==> src/design/slot_regs_pkg.sv <==
package slot_regs_pkg;
    localparam logic [7:0] slot_capabilities_offset = 8'hb4;
    localparam logic [7:0] slot_control_offset = 8'hb8;
    localparam logic [31:0] slot_capabilities_reset = 32'h0004_0000;
    localparam logic [15:0] slot_control_reset = 16'h0000;
    localparam int slot_number_lsb = 19;
    localparam int slot_number_width = 13;
    localparam int reserved_one_bit = 18;
    localparam int interlock_present_bit = 17;
    localparam int limit_scale_lsb = 15;
    localparam int limit_scale_width = 2;
    localparam int limit_value_lsb = 7;
    localparam int limit_value_width = 8;
    localparam int power_light_present_bit = 4;
    localparam int attention_light_present_bit = 3;
    localparam int latch_sensor_present_bit = 2;
    localparam int power_ctrl_present_bit = 1;
    localparam int attention_button_present_bit = 0;
    localparam int link_notify_en_bit = 12;
    localparam int interlock_toggle_bit = 11;
    localparam int slot_power_control_bit = 10;
    // Scale encodings: multiplier of the power limit value
    localparam logic [1:0] scale_x1 = 2'h0;
    localparam logic [1:0] scale_x0p1 = 2'h1;
    localparam logic [1:0] scale_x0p01 = 2'h2;
    localparam logic [1:0] scale_x0p001 = 2'h3;
endpackage

==> src/design/pcie_slot_cap_ctl_regs.sv <==
`timescale 1ns/1ps
// Behaviour
// - Thirteen-bit slot number, upper bits, resets zero
// - Scale codes 1.0, 0.1, 0.01, 0.001
// - Value times scale gives slot watts
// - First write of value or scale sends limit message; later writes are ignored
// - Interlock-present flag reads zero
// - Power-light-present flag reads zero
// - Attention-light-present flag reads zero
// - Latch-sensor-present flag reads zero
// - Power-controller-present flag reads zero
// - Attention-button-present flag reads zero
// - Link-state notify enable gates notification
// - Without link reporting, enable hardwired zero
// - Interlock write one toggles, zero ignored
// - Interlock control bit always reads zero
// - Power control: zero on, one off
// - Power control reads last written value; here it reads zero, as no controller is fitted
// - Controller may cut power on fault
// - No controller: power control writes ignored
module pcie_slot_cap_ctl_regs
    import slot_regs_pkg::*;
#(
    parameter bit has_power_controller = 1'b0,
    parameter bit has_interlock = 1'b0
) (
    input wire logic clk,
    input wire logic rstn,
    input wire logic cfg_wr,
    input wire logic cfg_rd,
    input wire logic [7:0] cfg_addr,
    input wire logic [3:0] cfg_be,
    input wire logic [31:0] cfg_wdata,
    output logic [31:0] cfg_rdata,
    input wire logic power_fault,
    input wire logic link_active_change,
    output logic power_limit_msg,
    output logic [7:0] power_limit_value,
    output logic [1:0] power_limit_scale,
    output logic slot_power_on,
    output logic interlock_toggle,
    output logic link_state_notify
);
    // This port has neither fitting; refuse a build that asks for one
    if (has_power_controller || has_interlock) begin : g_unsupported
        $error("Controller and interlock are not fitted on this port");
    end

    logic [31:0] cap_value;
    logic [15:0] ctl_value;
    logic [slot_number_width-1:0] physical_slot_number;
    logic number_locked;
    logic limit_locked;
    logic slot_power_control;
    logic fault_sync1;
    logic fault_sync2;
    logic link_sync1;
    logic link_sync2;

    wire cap_sel = cfg_addr == slot_capabilities_offset;
    wire ctl_sel = cfg_addr == slot_control_offset;
    wire cap_wr = cfg_wr && cap_sel;
    wire ctl_wr = cfg_wr && ctl_sel;
    // Slot number spans bytes 2 and 3; limit fields span bytes 0..2
    wire number_wr = cap_wr && (cfg_be[3] || cfg_be[2]) && !number_locked;
    wire limit_wr = cap_wr && (cfg_be[2] || cfg_be[1] || cfg_be[0]) && !limit_locked;
    wire ctl_hi_wr = ctl_wr && cfg_be[1];
    wire link_notify_en = 1'b0;
    wire [31:0] be_mask = {{8{cfg_be[3]}}, {8{cfg_be[2]}}, {8{cfg_be[1]}}, {8{cfg_be[0]}}};
    wire [31:0] cap_merged = (cfg_wdata & be_mask) | (cap_value & ~be_mask);

    always_comb begin
        cap_value = 32'h0000_0000;
        cap_value[slot_number_lsb +: slot_number_width] = physical_slot_number;
        cap_value[reserved_one_bit] = 1'b1;
        cap_value[interlock_present_bit] = 1'b0;
        cap_value[limit_scale_lsb +: limit_scale_width] = power_limit_scale;
        cap_value[limit_value_lsb +: limit_value_width] = power_limit_value;
        cap_value[power_light_present_bit] = 1'b0;
        cap_value[attention_light_present_bit] = 1'b0;
        cap_value[latch_sensor_present_bit] = 1'b0;
        cap_value[power_ctrl_present_bit] = has_power_controller;
        cap_value[attention_button_present_bit] = 1'b0;
    end

    always_comb begin
        ctl_value = slot_control_reset;
        ctl_value[link_notify_en_bit] = link_notify_en;
        ctl_value[interlock_toggle_bit] = 1'b0;
        // Undefined when no controller; zero is the simplest defined answer
        ctl_value[slot_power_control_bit] = has_power_controller && slot_power_control;
    end

    // Unmapped offsets read zero so probing software sees no stale data
    wire [31:0] ctl_word = {16'h0000, ctl_value};
    wire [31:0] ctl_or_zero = ctl_sel ? ctl_word : 32'h0000_0000;
    wire [31:0] read_mux = cap_sel ? cap_value : ctl_or_zero;

    always_ff @(posedge clk or negedge rstn) begin
        if (!rstn) begin
            cfg_rdata <= 32'h0000_0000;
        end else if (cfg_rd) begin
            cfg_rdata <= read_mux;
        end
    end

    always_ff @(posedge clk or negedge rstn) begin
        if (!rstn) begin
            physical_slot_number <= '0;
            number_locked <= 1'b0;
        end else if (number_wr) begin
            physical_slot_number <= cap_merged[slot_number_lsb +: slot_number_width];
            number_locked <= 1'b1;
        end
    end

    always_ff @(posedge clk or negedge rstn) begin
        if (!rstn) begin
            power_limit_value <= 8'h00;
            power_limit_scale <= scale_x1;
            limit_locked <= 1'b0;
            power_limit_msg <= 1'b0;
        end else begin
            power_limit_msg <= limit_wr;
            if (limit_wr) begin
                power_limit_value <= cap_merged[limit_value_lsb +: limit_value_width];
                power_limit_scale <= cap_merged[limit_scale_lsb +: limit_scale_width];
                limit_locked <= 1'b1;
            end
        end
    end

    always_ff @(posedge clk or negedge rstn) begin
        if (!rstn) begin
            fault_sync1 <= 1'b0;
            fault_sync2 <= 1'b0;
            link_sync1 <= 1'b0;
            link_sync2 <= 1'b0;
        end else begin
            fault_sync1 <= power_fault;
            fault_sync2 <= fault_sync1;
            link_sync1 <= link_active_change;
            link_sync2 <= link_sync1;
        end
    end

    // Power control bit; without a controller writes are dropped
    always_ff @(posedge clk or negedge rstn) begin
        if (!rstn) begin
            slot_power_control <= 1'b0;
        end else if (ctl_hi_wr && has_power_controller) begin
            slot_power_control <= cfg_wdata[slot_power_control_bit];
        end
    end

    always_ff @(posedge clk or negedge rstn) begin
        if (!rstn) begin
            slot_power_on <= 1'b0;
            interlock_toggle <= 1'b0;
            link_state_notify <= 1'b0;
        end else begin
            // A fault removes power whatever the control bit says
            slot_power_on <= has_power_controller && !slot_power_control && !fault_sync2;
            interlock_toggle <= has_interlock && ctl_hi_wr && cfg_wdata[interlock_toggle_bit];
            link_state_notify <= link_notify_en && link_sync2;
        end
    end
endmodule

==> config.mk <==
export PLATFORM = sky130hd
export DESIGN_NAME = pcie_slot_cap_ctl_regs
export DESIGN_NICKNAME = d
export VERILOG_FILES = /design/src/design/slot_regs_pkg.sv /design/src/design/pcie_slot_cap_ctl_regs.sv
export SDC_FILE = /design/constraint.sdc
export NUM_CORES = 1
export LEC_CHECK = 0
export BUFFER_PORTS_ARGS = -buffer_cell sky130_fd_sc_hd__clkbuf_2
export CORE_ASPECT_RATIO = 1.5
export CORE_MARGIN = 4
export CORE_UTILIZATION = 46
export DETAILED_ROUTE_END_ITERATION = 10
export GPL_ROUTABILITY_DRIVEN = 1
export PLACE_DENSITY = 0.88
export SYNTH_ARGS = -nofsm -noshare
export SYNTH_HDL_FRONTEND = slang
export SYNTH_SLANG_ARGS = --single-unit
==> constraint.sdc <==
create_clock -name clk -period 1.9 [get_ports clk]
set_input_delay 0.095 -clock clk [delete_from_list [all_inputs] [get_ports clk]]
set_output_delay 0.095 -clock clk [all_outputs]
set_load 0.02 [all_outputs]
==> impl_summary.md, run 1 <==
Timing
Measured against its own limit, the worst slew margin works out to 58.2%. The max-slew violation count was 0. In the post-route analysis, the smallest setup slack over all paths is 428 ps. The clock period minus final worst setup slack is 1470 ps. The number of hold-slack violations in the final timing report is 0. In the final timing run, aggregate negative setup slack is 0 ps. Setup repair after global routing left no endpoint under its margin. The maximum frequency from static timing analysis is 0.679 GHz. The final setup violation count is 0. The pin slew with the least headroom to its limit is 627 ps. Dividing the final minimum period by the clock period gives 77.5%. The setup skew after layout is 9.03 ps.

Die
The floorplan die area is 0.00555 mm2. The die is 62.2 um wide. The die outline height is 89.3 um. The core box area is 0.00425 mm2.

After floorplanning, the core was divided into 29 placement rows. Pin placement for this block handled 96 I/O pins. The initial core utilization is 47.7%.

Routing
The first-pass detailed-route iteration total is 3. After detailed routing, the number of remaining DRC violations is 0. In this run the remaining antenna-violating nets after routing total 0. After detailed routing, the average wire length per cell comes to 16.4 um. The total via count after detailed routing is 1370.

The wire length reported by the detailed router is 4270 um. The number of design-rule violations left by the first detailed-router iteration is 13. Using the TritonRoute via totals, the vias-per-cell ratio works out to 5.25.

Layout
From synthesis to final layout, the design area changed by 24.3%. The repair_antennas step left the layout with diodes totalling 0. The layout has 341 filler cells. At the end of the flow, the number of nets in the layout was 265. Leaving out filler cells and counting taps, the final layout contains 261. The fraction of final layout cells sized beyond drive strength 1 is 51.2%.

Place
The number of buffer cells added on primary ports is 73. Once detailed placement completed, the half-perimeter wirelength came to 3220 um. In this run, placement finished with an instance count of 253.

The post-place setup slack is 396 ps. Routability-driven placement finished with a final weighted congestion of 0.706.

GRT
The number of antenna violations at the first check in global routing is 0. Global routing consumed, over all layers together, 15.7% of the routing resources. The number of global-route vias before repair came to 1466.

The wire length of the first global-routing pass is 6910 um. The overflow left after global routing is 0. The maximum number of pins on one net before global-route repair is 51.

Synthesis
The fraction of synthesis flops using an asynchronous set or reset pin is 100%. For this run, the register share of the synthesized area comes to 61.7%. In the synthesized netlist, mux cells make up 12.8% of the area. In the synthesized netlist the dominant register cell turns out to be sky130_fd_sc_hd__dfrtp_1.

The count of different cell masters after synthesis is 21. The adder-cell area share of the yosys netlist is 0%. The Yosys step of the flow raised 0 warnings. By count the netlist is led by sky130_fd_sc_hd__dfrtp_1 (50), sky130_fd_sc_hd__a22o_1 (23), sky130_fd_sc_hd__mux2_2 (20). The synthesized design spends more area on one cell type than any other, namely sky130_fd_sc_hd__dfrtp_1. The area share of the largest cell type after synthesis is 61.7%. After Yosys synthesis, XOR and XNOR cells account for 0% of the synthesized area. The most instantiated library cell after synthesis is sky130_fd_sc_hd__dfrtp_1. By area the synthesized netlist is led by sky130_fd_sc_hd__dfrtp_1 (62%), sky130_fd_sc_hd__mux2_2 (11%), sky130_fd_sc_hd__a22o_1 (9.9%), sky130_fd_sc_hd__buf_4 (4.1%), sky130_fd_sc_hd__nand4bb_4 (2.7%).

The flip-flop and latch count after synthesis is 50. The post-synthesis cell count is 134. The largest family of logic cells by synthesized area is multiplexers. In this run, synthesis inferred 0 flip-flops with an integrated enable.

The synthesized netlist devotes 11.0% of its cell area to compound gates. The netlist area before placement is 0.00203 mm2. Summing the areas of all and, or, nand and nor instances in the mapped netlist gives 9.26% of the synthesized area. The post-synthesis area per instance is 15.1 um2.

Power and ir drop
The peak ir drop on the vdd network is 0.565 mV. Net switching is 23.3% of the power. For this design the static power due to leakage is 1.38 nW. Power spread over the standard cell area amounts to 720 mW/mm2.

The total power consumption of the routed design is 1.81 mW. The part of the total power dissipated in sequential elements is 60.2%. Summed over all nets, the switching power comes to 0.423 mW. The clock network burns 31.8% of the power.

The logic gate share of total power is 8.0%. The internal portion of total power is 1.39 mW.

Clock tree
In this run the post-CTS setup repair buffer count came out at 0. The post-cts gate resize count is 0. The clock tree root driver cell is sky130_fd_sc_hd__clkbuf_8. In this run the deepest clock path goes through 2 buffers. After clock tree synthesis, the clock-pin slew on the worst setup and hold paths is 80 ps.

The clock tree from TritonCTS is done. Counting the buffers created by CTS gives 5. The CTS H-tree depth is 2. The clock sink count is 50.

The clock insertion delay at the later pin of the skew report is 300 ps.

Worst setup path
The kind of critical path is reg2reg. The register-to-register setup slack is 430 ps. The worst flop-to-flop path startpoint is limit_locked. The cell depth of the worst flop-to-flop path is 3.

The arrival time reported for the critical path endpoint is 1650 ps. The worst setup path is launched from a register. STA puts the critical path data required time at 2080 ps. The endpoint kind of the worst setup timing path is a register. The largest fanout on the critical path is 8. In this run the worst setup path begins at limit_locked.

Run
The number of maximum-capacitance constraint violations is 0.

Outcome
The flow ran to the end, and the final reports show no timing, DRC or antenna violations.

Hold path
The path type of the worst min-delay path is in2reg.
kinds of logic (layout without fill, tap and decap cells):
| family | count (synthesis) | after routing |
|---|---|---|
| other cells | 1 | 11 |
| compound gates | 26 | 26 |
| simple gates | 18 | 18 |
| buf+inv | 16 | 87 |
| flops | 50 | 50 |
| mux | 23 | 23 |
per-layer routing:
metal / up-vias / routed length, um / track usage, %
met5: - / 0 / 0
met1: 675 / 1560 / 17.5
met3: 7 / 367 / 5.41
met2: 54 / 2280 / 27.9
li1: 634 / - / -
met4: 0 / 61 / 5.72
worst max-delay path, stage by stage (launching register included):
cell,delay (ps)
sky130_fd_sc_hd__dfrtp_1,430
sky130_fd_sc_hd__nor2b_1,120
sky130_fd_sc_hd__nand4_1,390
sky130_fd_sc_hd__mux2_2,420
power by group through the flow:
stage | registers [mW] | clock network, mW | logic, mW
after detailed placement | 1.11 | 0 | 0.146
after CTS | 1.09 | 0.588 | 0.147
after floorplan | 1.12 | 0 | 0.0735
final | 1.09 | 0.576 | 0.145
after global placement | 1.11 | 0 | 0.140
after global routing | 1.09 | 0.635 | 0.161
layout by cell type, fill, tap and decap left out, drive strengths merged:
| cell type | n |
|---|---|
| mux2 | 23 |
| buf | 5 |
| nor2 | 1 |
| conb | 11 |
| nand4bb | 2 |
| clkinv | 1 |
| a21o | 1 |
| nor2b | 1 |
| a22o | 23 |
| and4bb | 2 |
| o21bai | 2 |
| nor3 | 3 |
| clkbuf | 80 |
| nand4 | 1 |
| nor4 | 4 |
| dlygate4sd3 | 1 |
| nand3 | 1 |
| nand2 | 3 |
| dfrtp | 50 |
per-stage QoR:
stage	area, um2	util, %	hold slack, ps
after floorplan	2060	-	-201
after global placement	2430	57.3	222
after detailed placement	2430	57.3	240
after CTS	2520	59.4	16.7
after global routing	2520	59.4	19.8
final	2520	59.4	22.0
timing repair:
| item | 4_1_cts | 5_1_grt |
|---|---|---|
| setup endpoints to repair | 0 | 0 |
| hold buffers | 1 | 0 |
| endpoints found under the hold margin | 50 | 0 |
final cells by class:
class / instances / area (um2) / share of cell area, %
flip-flops and latches: 50 / 1250 / 49.7
multi-input cells: 78 / 718 / 28.5
clock buffers: 7 / 76.3 / 3.03
well taps: 46 / 57.6 / 2.28
inverters: 1 / 3.75 / 0.149
repair buffers: 79 / 413 / 16.4
worst min-delay path by stage:
stage	end	start	cells past startpoint
after floorplan	async pin	rstn	0
after global placement	async pin	rstn	2
after detailed placement	async pin	rstn	2
after CTS	register	cfg_wdata[30]	2
after global routing	register	cfg_wdata[30]	2
final	register	cfg_wdata[28]	2
No activity file was read; power rests on OpenSTA's default activity.
==> inputs of run 2 (changes only) <==
CORE_UTILIZATION = 41   (was 46)
PLACE_DENSITY = 0.84   (was 0.88)
clock period = 1.3 ns   (was 1.9 ns; I/O delays follow)
==> run 2 against run 1 <==
Clock power increased by 55%. Final area increased by 9.1%. Global-route usage decreased by 1.4 points. Sequential cell count unchanged. Non-clock buffer count increased by 17. Largest power group unchanged.
==> impl_summary.md, run 2 (synthesized netlist as in run 1, its figures left out) <==
Run
Max-cap violations in this run came to 0.

Worst setup path
The launching instance or port of the critical path is limit_locked. The arrival time reported for the critical path endpoint is 1430 ps. The critical path in this run is classified as reg2reg.

The critical path goes through nor4_2, mux2_2. For this run, the slowest stage of the critical path takes 450 ps. STA classifies the critical path endpoint as a register. In this run the critical register-to-register path is launched from limit_locked. The critical path launch point type is a register.

For the worst flop-to-flop path, the logic depth is 2. The largest fanout on the critical path is 5. The required time of the critical path is 1480 ps.

The setup check on the worst reg-to-reg path leaves a slack of 50 ps. The master of the slowest instance on the critical path is sky130_fd_sc_hd__dfrtp_2.

Clock tree
The cell sitting at the root of the clock tree is a sky130_fd_sc_hd__clkbuf_8. The clock sink count is 50. The number of setup buffers added after CTS is 0. The clock transition at the registers of the reported paths is 90 ps. The CTS H-tree depth is 2. TritonCTS built the clock tree. The clock insertion delay at the later pin of the skew report is 290 ps. TritonCTS created 5 clock buffers. The number of buffers on the longest clock path is 2.

GRT
The number of global-route vias before repair is 1458. Global routing consumed, over all layers together, 14.3% of the routing resources. The number of antenna violations at the first check in global routing is 0. Summed over all layers, the global routing overflow is 0. The wire length of the first global-routing pass is 6820 um. Entering global routing, the biggest net connects 51 pins.

Timing
Static timing analysis puts the maximum clock frequency at 0.797 GHz. Hold timing on the final database bottoms out at a slack of 7.49 ps. The number of hold-slack violations in the final timing report came to 0. The final setup violation count is 0. The max-slew violation count was 0. The sum of negative setup slack is 0 ps. The setup skew after layout is 4.48 ps. The final cycle utilization of the critical path is 96.5%. The clock period minus final worst setup slack is 1250 ps. Setup repair after global routing could not meet its margin everywhere.

Power and ir drop
IR analysis of the VDD net gives a maximum drop of 0.435 mV. Power spread over the standard cell area amounts to 997 mW/mm2. The leakage power of the design is 1.47 nW. The analysis attributes to net switching a power of 0.621 mW.

In this run, flip-flops and latches consume 58.3% of the power. Cell internal power was estimated by the tool at 2.12 mW. The clock network is responsible for 32.7% of the overall power. The switching share of power is 22.6%. The share of total power dissipated in combinational logic is 9.0%.

Routing
Dividing the detail-routed wire length by the instance count gives 14.4 um. The number of design-rule violations left by the first detailed-router iteration is 38. The first detailed-routing pass took 2 iterations. The wire length reported by the detailed router is 4310 um. The final route contains 1415 vias.

The mean number of vias per cell is 4.73. The DRC violation count after routing is 0. The detail route stage leaves a number of antenna-violating nets equal to 0.

Layout
The growth of design area from synthesis to finish is 35.7%. The total non-filler cell area in the finished layout is 0.00275 mm2. The top cell types in the final layout, fill and taps aside, are sky130_fd_sc_hd__clkbuf_2 (73), sky130_fd_sc_hd__dfrtp_1 (48), sky130_fd_sc_hd__a22o_1 (23). The number of nets in the finished design is 282. Measured on the finished design, the core utilization comes to 57.2%.

The number of antenna diodes in the final layout is 0. The layout has 437 filler cells. In the final layout, the share of cells above drive strength 1 is 52.4%. Leaving out fill and tap cells, the most frequent cell in the layout is sky130_fd_sc_hd__clkbuf_2.

Die
The standard-cell row count is 31. The die outline height is 94.1 um. The initial core utilization is 42.1%. The floorplan die area is 0.00616 mm2. The core box area is 0.00481 mm2. In this run the count of I/O pins placed on the die edge is 96.

The die is 65.4 um wide.

Outcome
The flow ran to the end, and the final reports show no timing, DRC or antenna violations.

Place
The global placement routability congestion is 0.759. The number of buffer cells added on primary ports is 73. The cell area reported after detailed placement is 0.00252 mm2. The total half-perimeter wirelength after legalization and detailed placement is 3340 um.

Hold path
The startpoint identified for the worst hold timing path is cfg_wdata[7]. The tightest min-delay check is of the in2reg type.
## run 2: cell count changes in the layout (fill, tap and decap cells not counted)
cell,before,now
sky130_fd_sc_hd__dlygate4sd3_1,1,12
sky130_fd_sc_hd__buf_4,5,9
sky130_fd_sc_hd__dfrtp_1,50,48
sky130_fd_sc_hd__dfrtp_2,0,2
sky130_fd_sc_hd__nor4_1,2,0
sky130_fd_sc_hd__nor4_2,0,2
sky130_fd_sc_hd__buf_12,0,1
sky130_fd_sc_hd__buf_6,0,1
sky130_fd_sc_hd__clkbuf_1,2,1
sky130_fd_sc_hd__clkbuf_8,5,6
sky130_fd_sc_hd__clkinv_2,0,1
sky130_fd_sc_hd__mux2_2,20,19
sky130_fd_sc_hd__mux2_4,0,1
## run 2: worst min-delay path by stage
stage               slack, ps  depth (start not counted)            end
floorplan                -230                          0      async pin
global placement           70                          2  cfg_rdata[10]
detailed placement         80                          2      async pin
CTS                      0.08                          2       register
global route                2                          2       register
finish                      7                          2       register
## run 2: repair_timing
item                                    4_1_cts  5_1_grt
resized for setup                             4        2
hold buffers                                  9        3
endpoints found under the setup margin        7        9
pin swaps                                     2        0
endpoints found under the hold margin        58        3
## run 2: metrics by stage
| stage | power, mW | setup slack (ps) | cells |
|---|---|---|---|
| 6_report | 2.74 | 45.6 | 299 |
| 5_1_grt | 2.87 | -2.14 | 299 |
| 4_1_cts | 2.77 | 5.53 | 296 |
| 3_5_place_dp | 1.85 | -170 | 279 |
| 3_3_place_gp | 1.84 | -147 | 279 |
| 2_1_floorplan | 1.74 | -16.9 | 144 |
## run 2: cell type report
type	count	area (um2)	share of cell area, %
sequential	50	1250	45.6
multi-input combinational	78	734	26.7
timing repair buffer	96	584	21.2
clock buffer	7	86.3	3.14
tap	66	82.6	3.00
clock inverter	1	5.00	0.182
inverter	1	3.75	0.136
## run 2: critical path: cells and delay by family (launching register included)
family,cells,cell delay [ps]
and+or+nand+nor,1,330
muxes,1,370
DFF,1,450
## run 2: power groups by stage
stage,Sequential (mW),Combinational [mW],Clock (mW)
finish,1.60,0.247,0.895
detailed placement,1.63,0.220,0
CTS,1.60,0.244,0.928
global route,1.60,0.273,0.999
floorplan,1.63,0.107,0
global placement,1.63,0.215,0
## run 2: metal layers
metal | track usage, % | vias to the layer above | wire (um)
li1 | - | 674 | -
met1 | 16.5 | 692 | 1560
met2 | 26.1 | 45 | 2500
met3 | 1.08 | 4 | 189
met4 | 6.92 | 0 | 60
met5 | 0 | - | 0
==> inputs of run 3 (changes only) <==
CELL_PAD_IN_SITES_DETAIL_PLACEMENT = 0   (was not set)
CELL_PAD_IN_SITES_GLOBAL_PLACEMENT = 2   (was not set)
CORE_MARGIN = not set   (was 4)
CORE_UTILIZATION = 26   (was 41)
PLACE_DENSITY = 0.83   (was 0.84)
==> run 3 against run 2 <==
Global-route usage fell by 3.4 points. Wire length rose by 0.49%. Total power rose by 17%. Worst setup slack improved by 9.2 ps. Fmax rose by 0.74%. Sequential power barely moved. Combinational power fell by 7%.
==> impl_summary.md, run 3 (synthesized netlist as in run 1, its figures left out) <==
Layout
After the last flow step, the layout net total stands at 273. 0 antenna diodes ended up in the layout. In the layout the commonest cells are sky130_fd_sc_hd__clkbuf_2 (73), sky130_fd_sc_hd__dfrtp_1 (48), sky130_fd_sc_hd__a22o_1 (23). The post-route netlist has 55.4% of its cells at a drive strength greater than 1. The finished layout holds 326 standard cells, fillers aside. The layout has 760 filler cells.

The area used by multi-input combinational logic is 731 um2. The area growth from synthesis to layout is 37.0%. The most common cell after layout, fill and taps aside is sky130_fd_sc_hd__clkbuf_2. The area of all sequential standard cells is 0.00125 mm2.

Timing
The final setup violation count is 0. The tightest hold margin is 6.66 ps. The final cycle utilization of the critical path is 95.8%. The setup skew after layout is 6.60 ps.

The max-slew violation count is 0. The number of hold-slack violations in the final timing report came to 0. Setup repair after global routing could not meet its margin everywhere. The clock period minus final worst setup slack is 1250 ps. The maximum frequency from static timing analysis is 0.803 GHz.

Place
The total half-perimeter wirelength after legalization and detailed placement is 3310 um. The number of cells after detailed placement is 316. The number of buffer cells added on primary ports is 73. At the end of routability-driven placement, the weighted congestion stood at 0.757.

Routing
The detailed router placed 1382 vias in this run. The highest metal layer with signal wires is met4. After detailed routing, the total wire length is 4330 um. Dividing the detail-routed via count by the number of cells gives 4.24. In the routed design, unresolved DRC markers number 0. The detailed-routing wirelength on met1 is 1700 um.

The per-cell routed wire length is 13.3 um. The met3 wire length is 191 um. The sum of met2 wire segment lengths after detailed routing is 2380 um. In this run, the number of DRC markers left after iteration 0 of detailed routing was 34. Before antenna repair, the detailed router went through 6 iterations.

The count of nets left with antenna violations once routing finished came out at 0.

Power and ir drop
The switching share of power is 20.9%. Dividing total power by cell area gives a power density of 1160 mW/mm2. The part of the total power dissipated in sequential elements is 49.7%. The share of total power dissipated in the clock network is 43.2%. Per report_power, the combinational group accounts for 7.1% of the total. The total power consumption of the routed design is 3.22 mW. Across the VDD grid, the largest voltage drop is 0.587 mV. The total net switching power is 0.672 mW. Internal power comes to 2.55 mW. The leakage power of the design is 1.47 nW.

Worst setup path
The worst flop-to-flop path startpoint is limit_locked. In this run the register-to-register setup slack is 50 ps. The slowest stage of the critical path belongs to the cell sky130_fd_sc_hd__dfrtp_2.

The largest fanout on the critical path is 8. The largest single stage delay on the critical path is 440 ps. The critical path goes through nor2b_1, nand4_1, buf_4, mux2_2.

In this run the worst setup path begins at limit_locked. The kind of critical path is reg2reg. The worst setup path is launched from a register. The endpoint kind of the worst setup timing path is a register. Data arrives at the worst endpoint at 1410 ps. Counting cells, the worst reg-to-reg path comes to 4. The required time of the critical path is 1470 ps.

Run
The number of maximum-capacitance constraint violations is 0.

GRT
The wire length of the first global-routing pass is 6560 um. For this run the aggregate overflow at the end of global routing stands at 0. The total routing resource utilization after global routing is 10.9%. The number of antenna violations at the first check in global routing was 0.

The number of global-route vias before repair is 1296. The maximum number of pins on one net before global-route repair is 51.

Die
The die outline height is 110 um. The die is 74.1 um wide. The number of primary I/O pins is 96.

For this configuration, the core starts out at a cell density of 26.8%. The core region is 0.00756 mm2. The standard-cell row count is 39. The floorplan die area is 0.00816 mm2.

Clock tree
The clock sink count is 50. The clock transition at the registers of the reported paths is 60 ps. The CTS H-tree depth is 2.

TritonCTS built the clock tree. The number of buffers on the longest clock path is 2. In this run the post-CTS setup repair buffer count came out at 0. The clock insertion delay at the later pin of the skew report is 280 ps.

Clock tree synthesis inserted a total of 5 buffers. The root buffer cell chosen for the clock tree is sky130_fd_sc_hd__clkbuf_16.

Hold path
The min-delay analysis places its worst path in the category in2reg.

Outcome
The flow ran to the end, and the final reports show no timing, DRC or antenna violations.
[run 3: cell types whose count changed in the layout (fill, tap and decap cells not counted), sizes merged]
| cell | change |
|---|---|
| buf | +1 |
| clkbuf | +1 |
| clkinv | -1 |
| dlygate4sd3 | -10 |
[run 3: final cells by class]
| class | instances | area share, % |
|---|---|---|
| sequential | 50 | 45.1 |
| timing repair buffer | 87 | 17.8 |
| clock buffer | 8 | 5.99 |
| multi-input combinational | 78 | 26.3 |
| inverter | 1 | 0.135 |
| tap | 102 | 4.59 |
[run 3: critical path, delay by kind of cell, from the launching register on]
| family | cells | cell delay (ps) |
|---|---|---|
| flops | 1 | 440 |
| simple gates | 2 | 230 |
| mux | 1 | 280 |
| buf+inv | 1 | 180 |
[run 3: power by group through the flow]
stage	clock network, mW	registers [mW]	logic [mW]
after floorplan	0	1.63	0.107
after global placement	0	1.63	0.224
after detailed placement	0	1.63	0.227
after CTS	1.44	1.60	0.233
after global routing	1.49	1.60	0.252
final	1.39	1.60	0.229
[run 3: worst min-delay path by stage]
stage	startpoint	end	cells after the start
floorplan	rstn	async pin	0
global placement	rstn	cfg_rdata[10]	2
detailed placement	rstn	cfg_rdata[10]	2
CTS	cfg_wdata[7]	register	2
global route	cfg_wdata[8]	register	2
finish	cfg_wdata[7]	register	2
[run 3: metrics by stage]
stage / util (%) / instance area (um2) / setup TNS, ps / setup slack (ps)
finish: 36.7 / 2780 / 0 / 54.8
global route: 36.7 / 2780 / -2.21 / -2.21
CTS: 36.5 / 2760 / 0 / 6.00
detailed placement: 34.0 / 2570 / -1730 / -197
global placement: 34.0 / 2570 / -1180 / -207
floorplan: - / 2060 / -84.5 / -16.9
[run 3: layer usage]
metal | global-route usage (%) | vias up
met2 | 19.2 | 46
met5 | 0 | -
met3 | 2.36 | 4
met4 | 4.53 | 0
li1 | - | 655
met1 | 12.6 | 677
[run 3: what timing repair did]
item                                   CTS  global route
gates resized for setup                  2             4
endpoints found under the hold margin   51             0
cloned                                   0             0
setup endpoints to repair                6             3
hold buffers                             2             0
pin swaps                                2             0
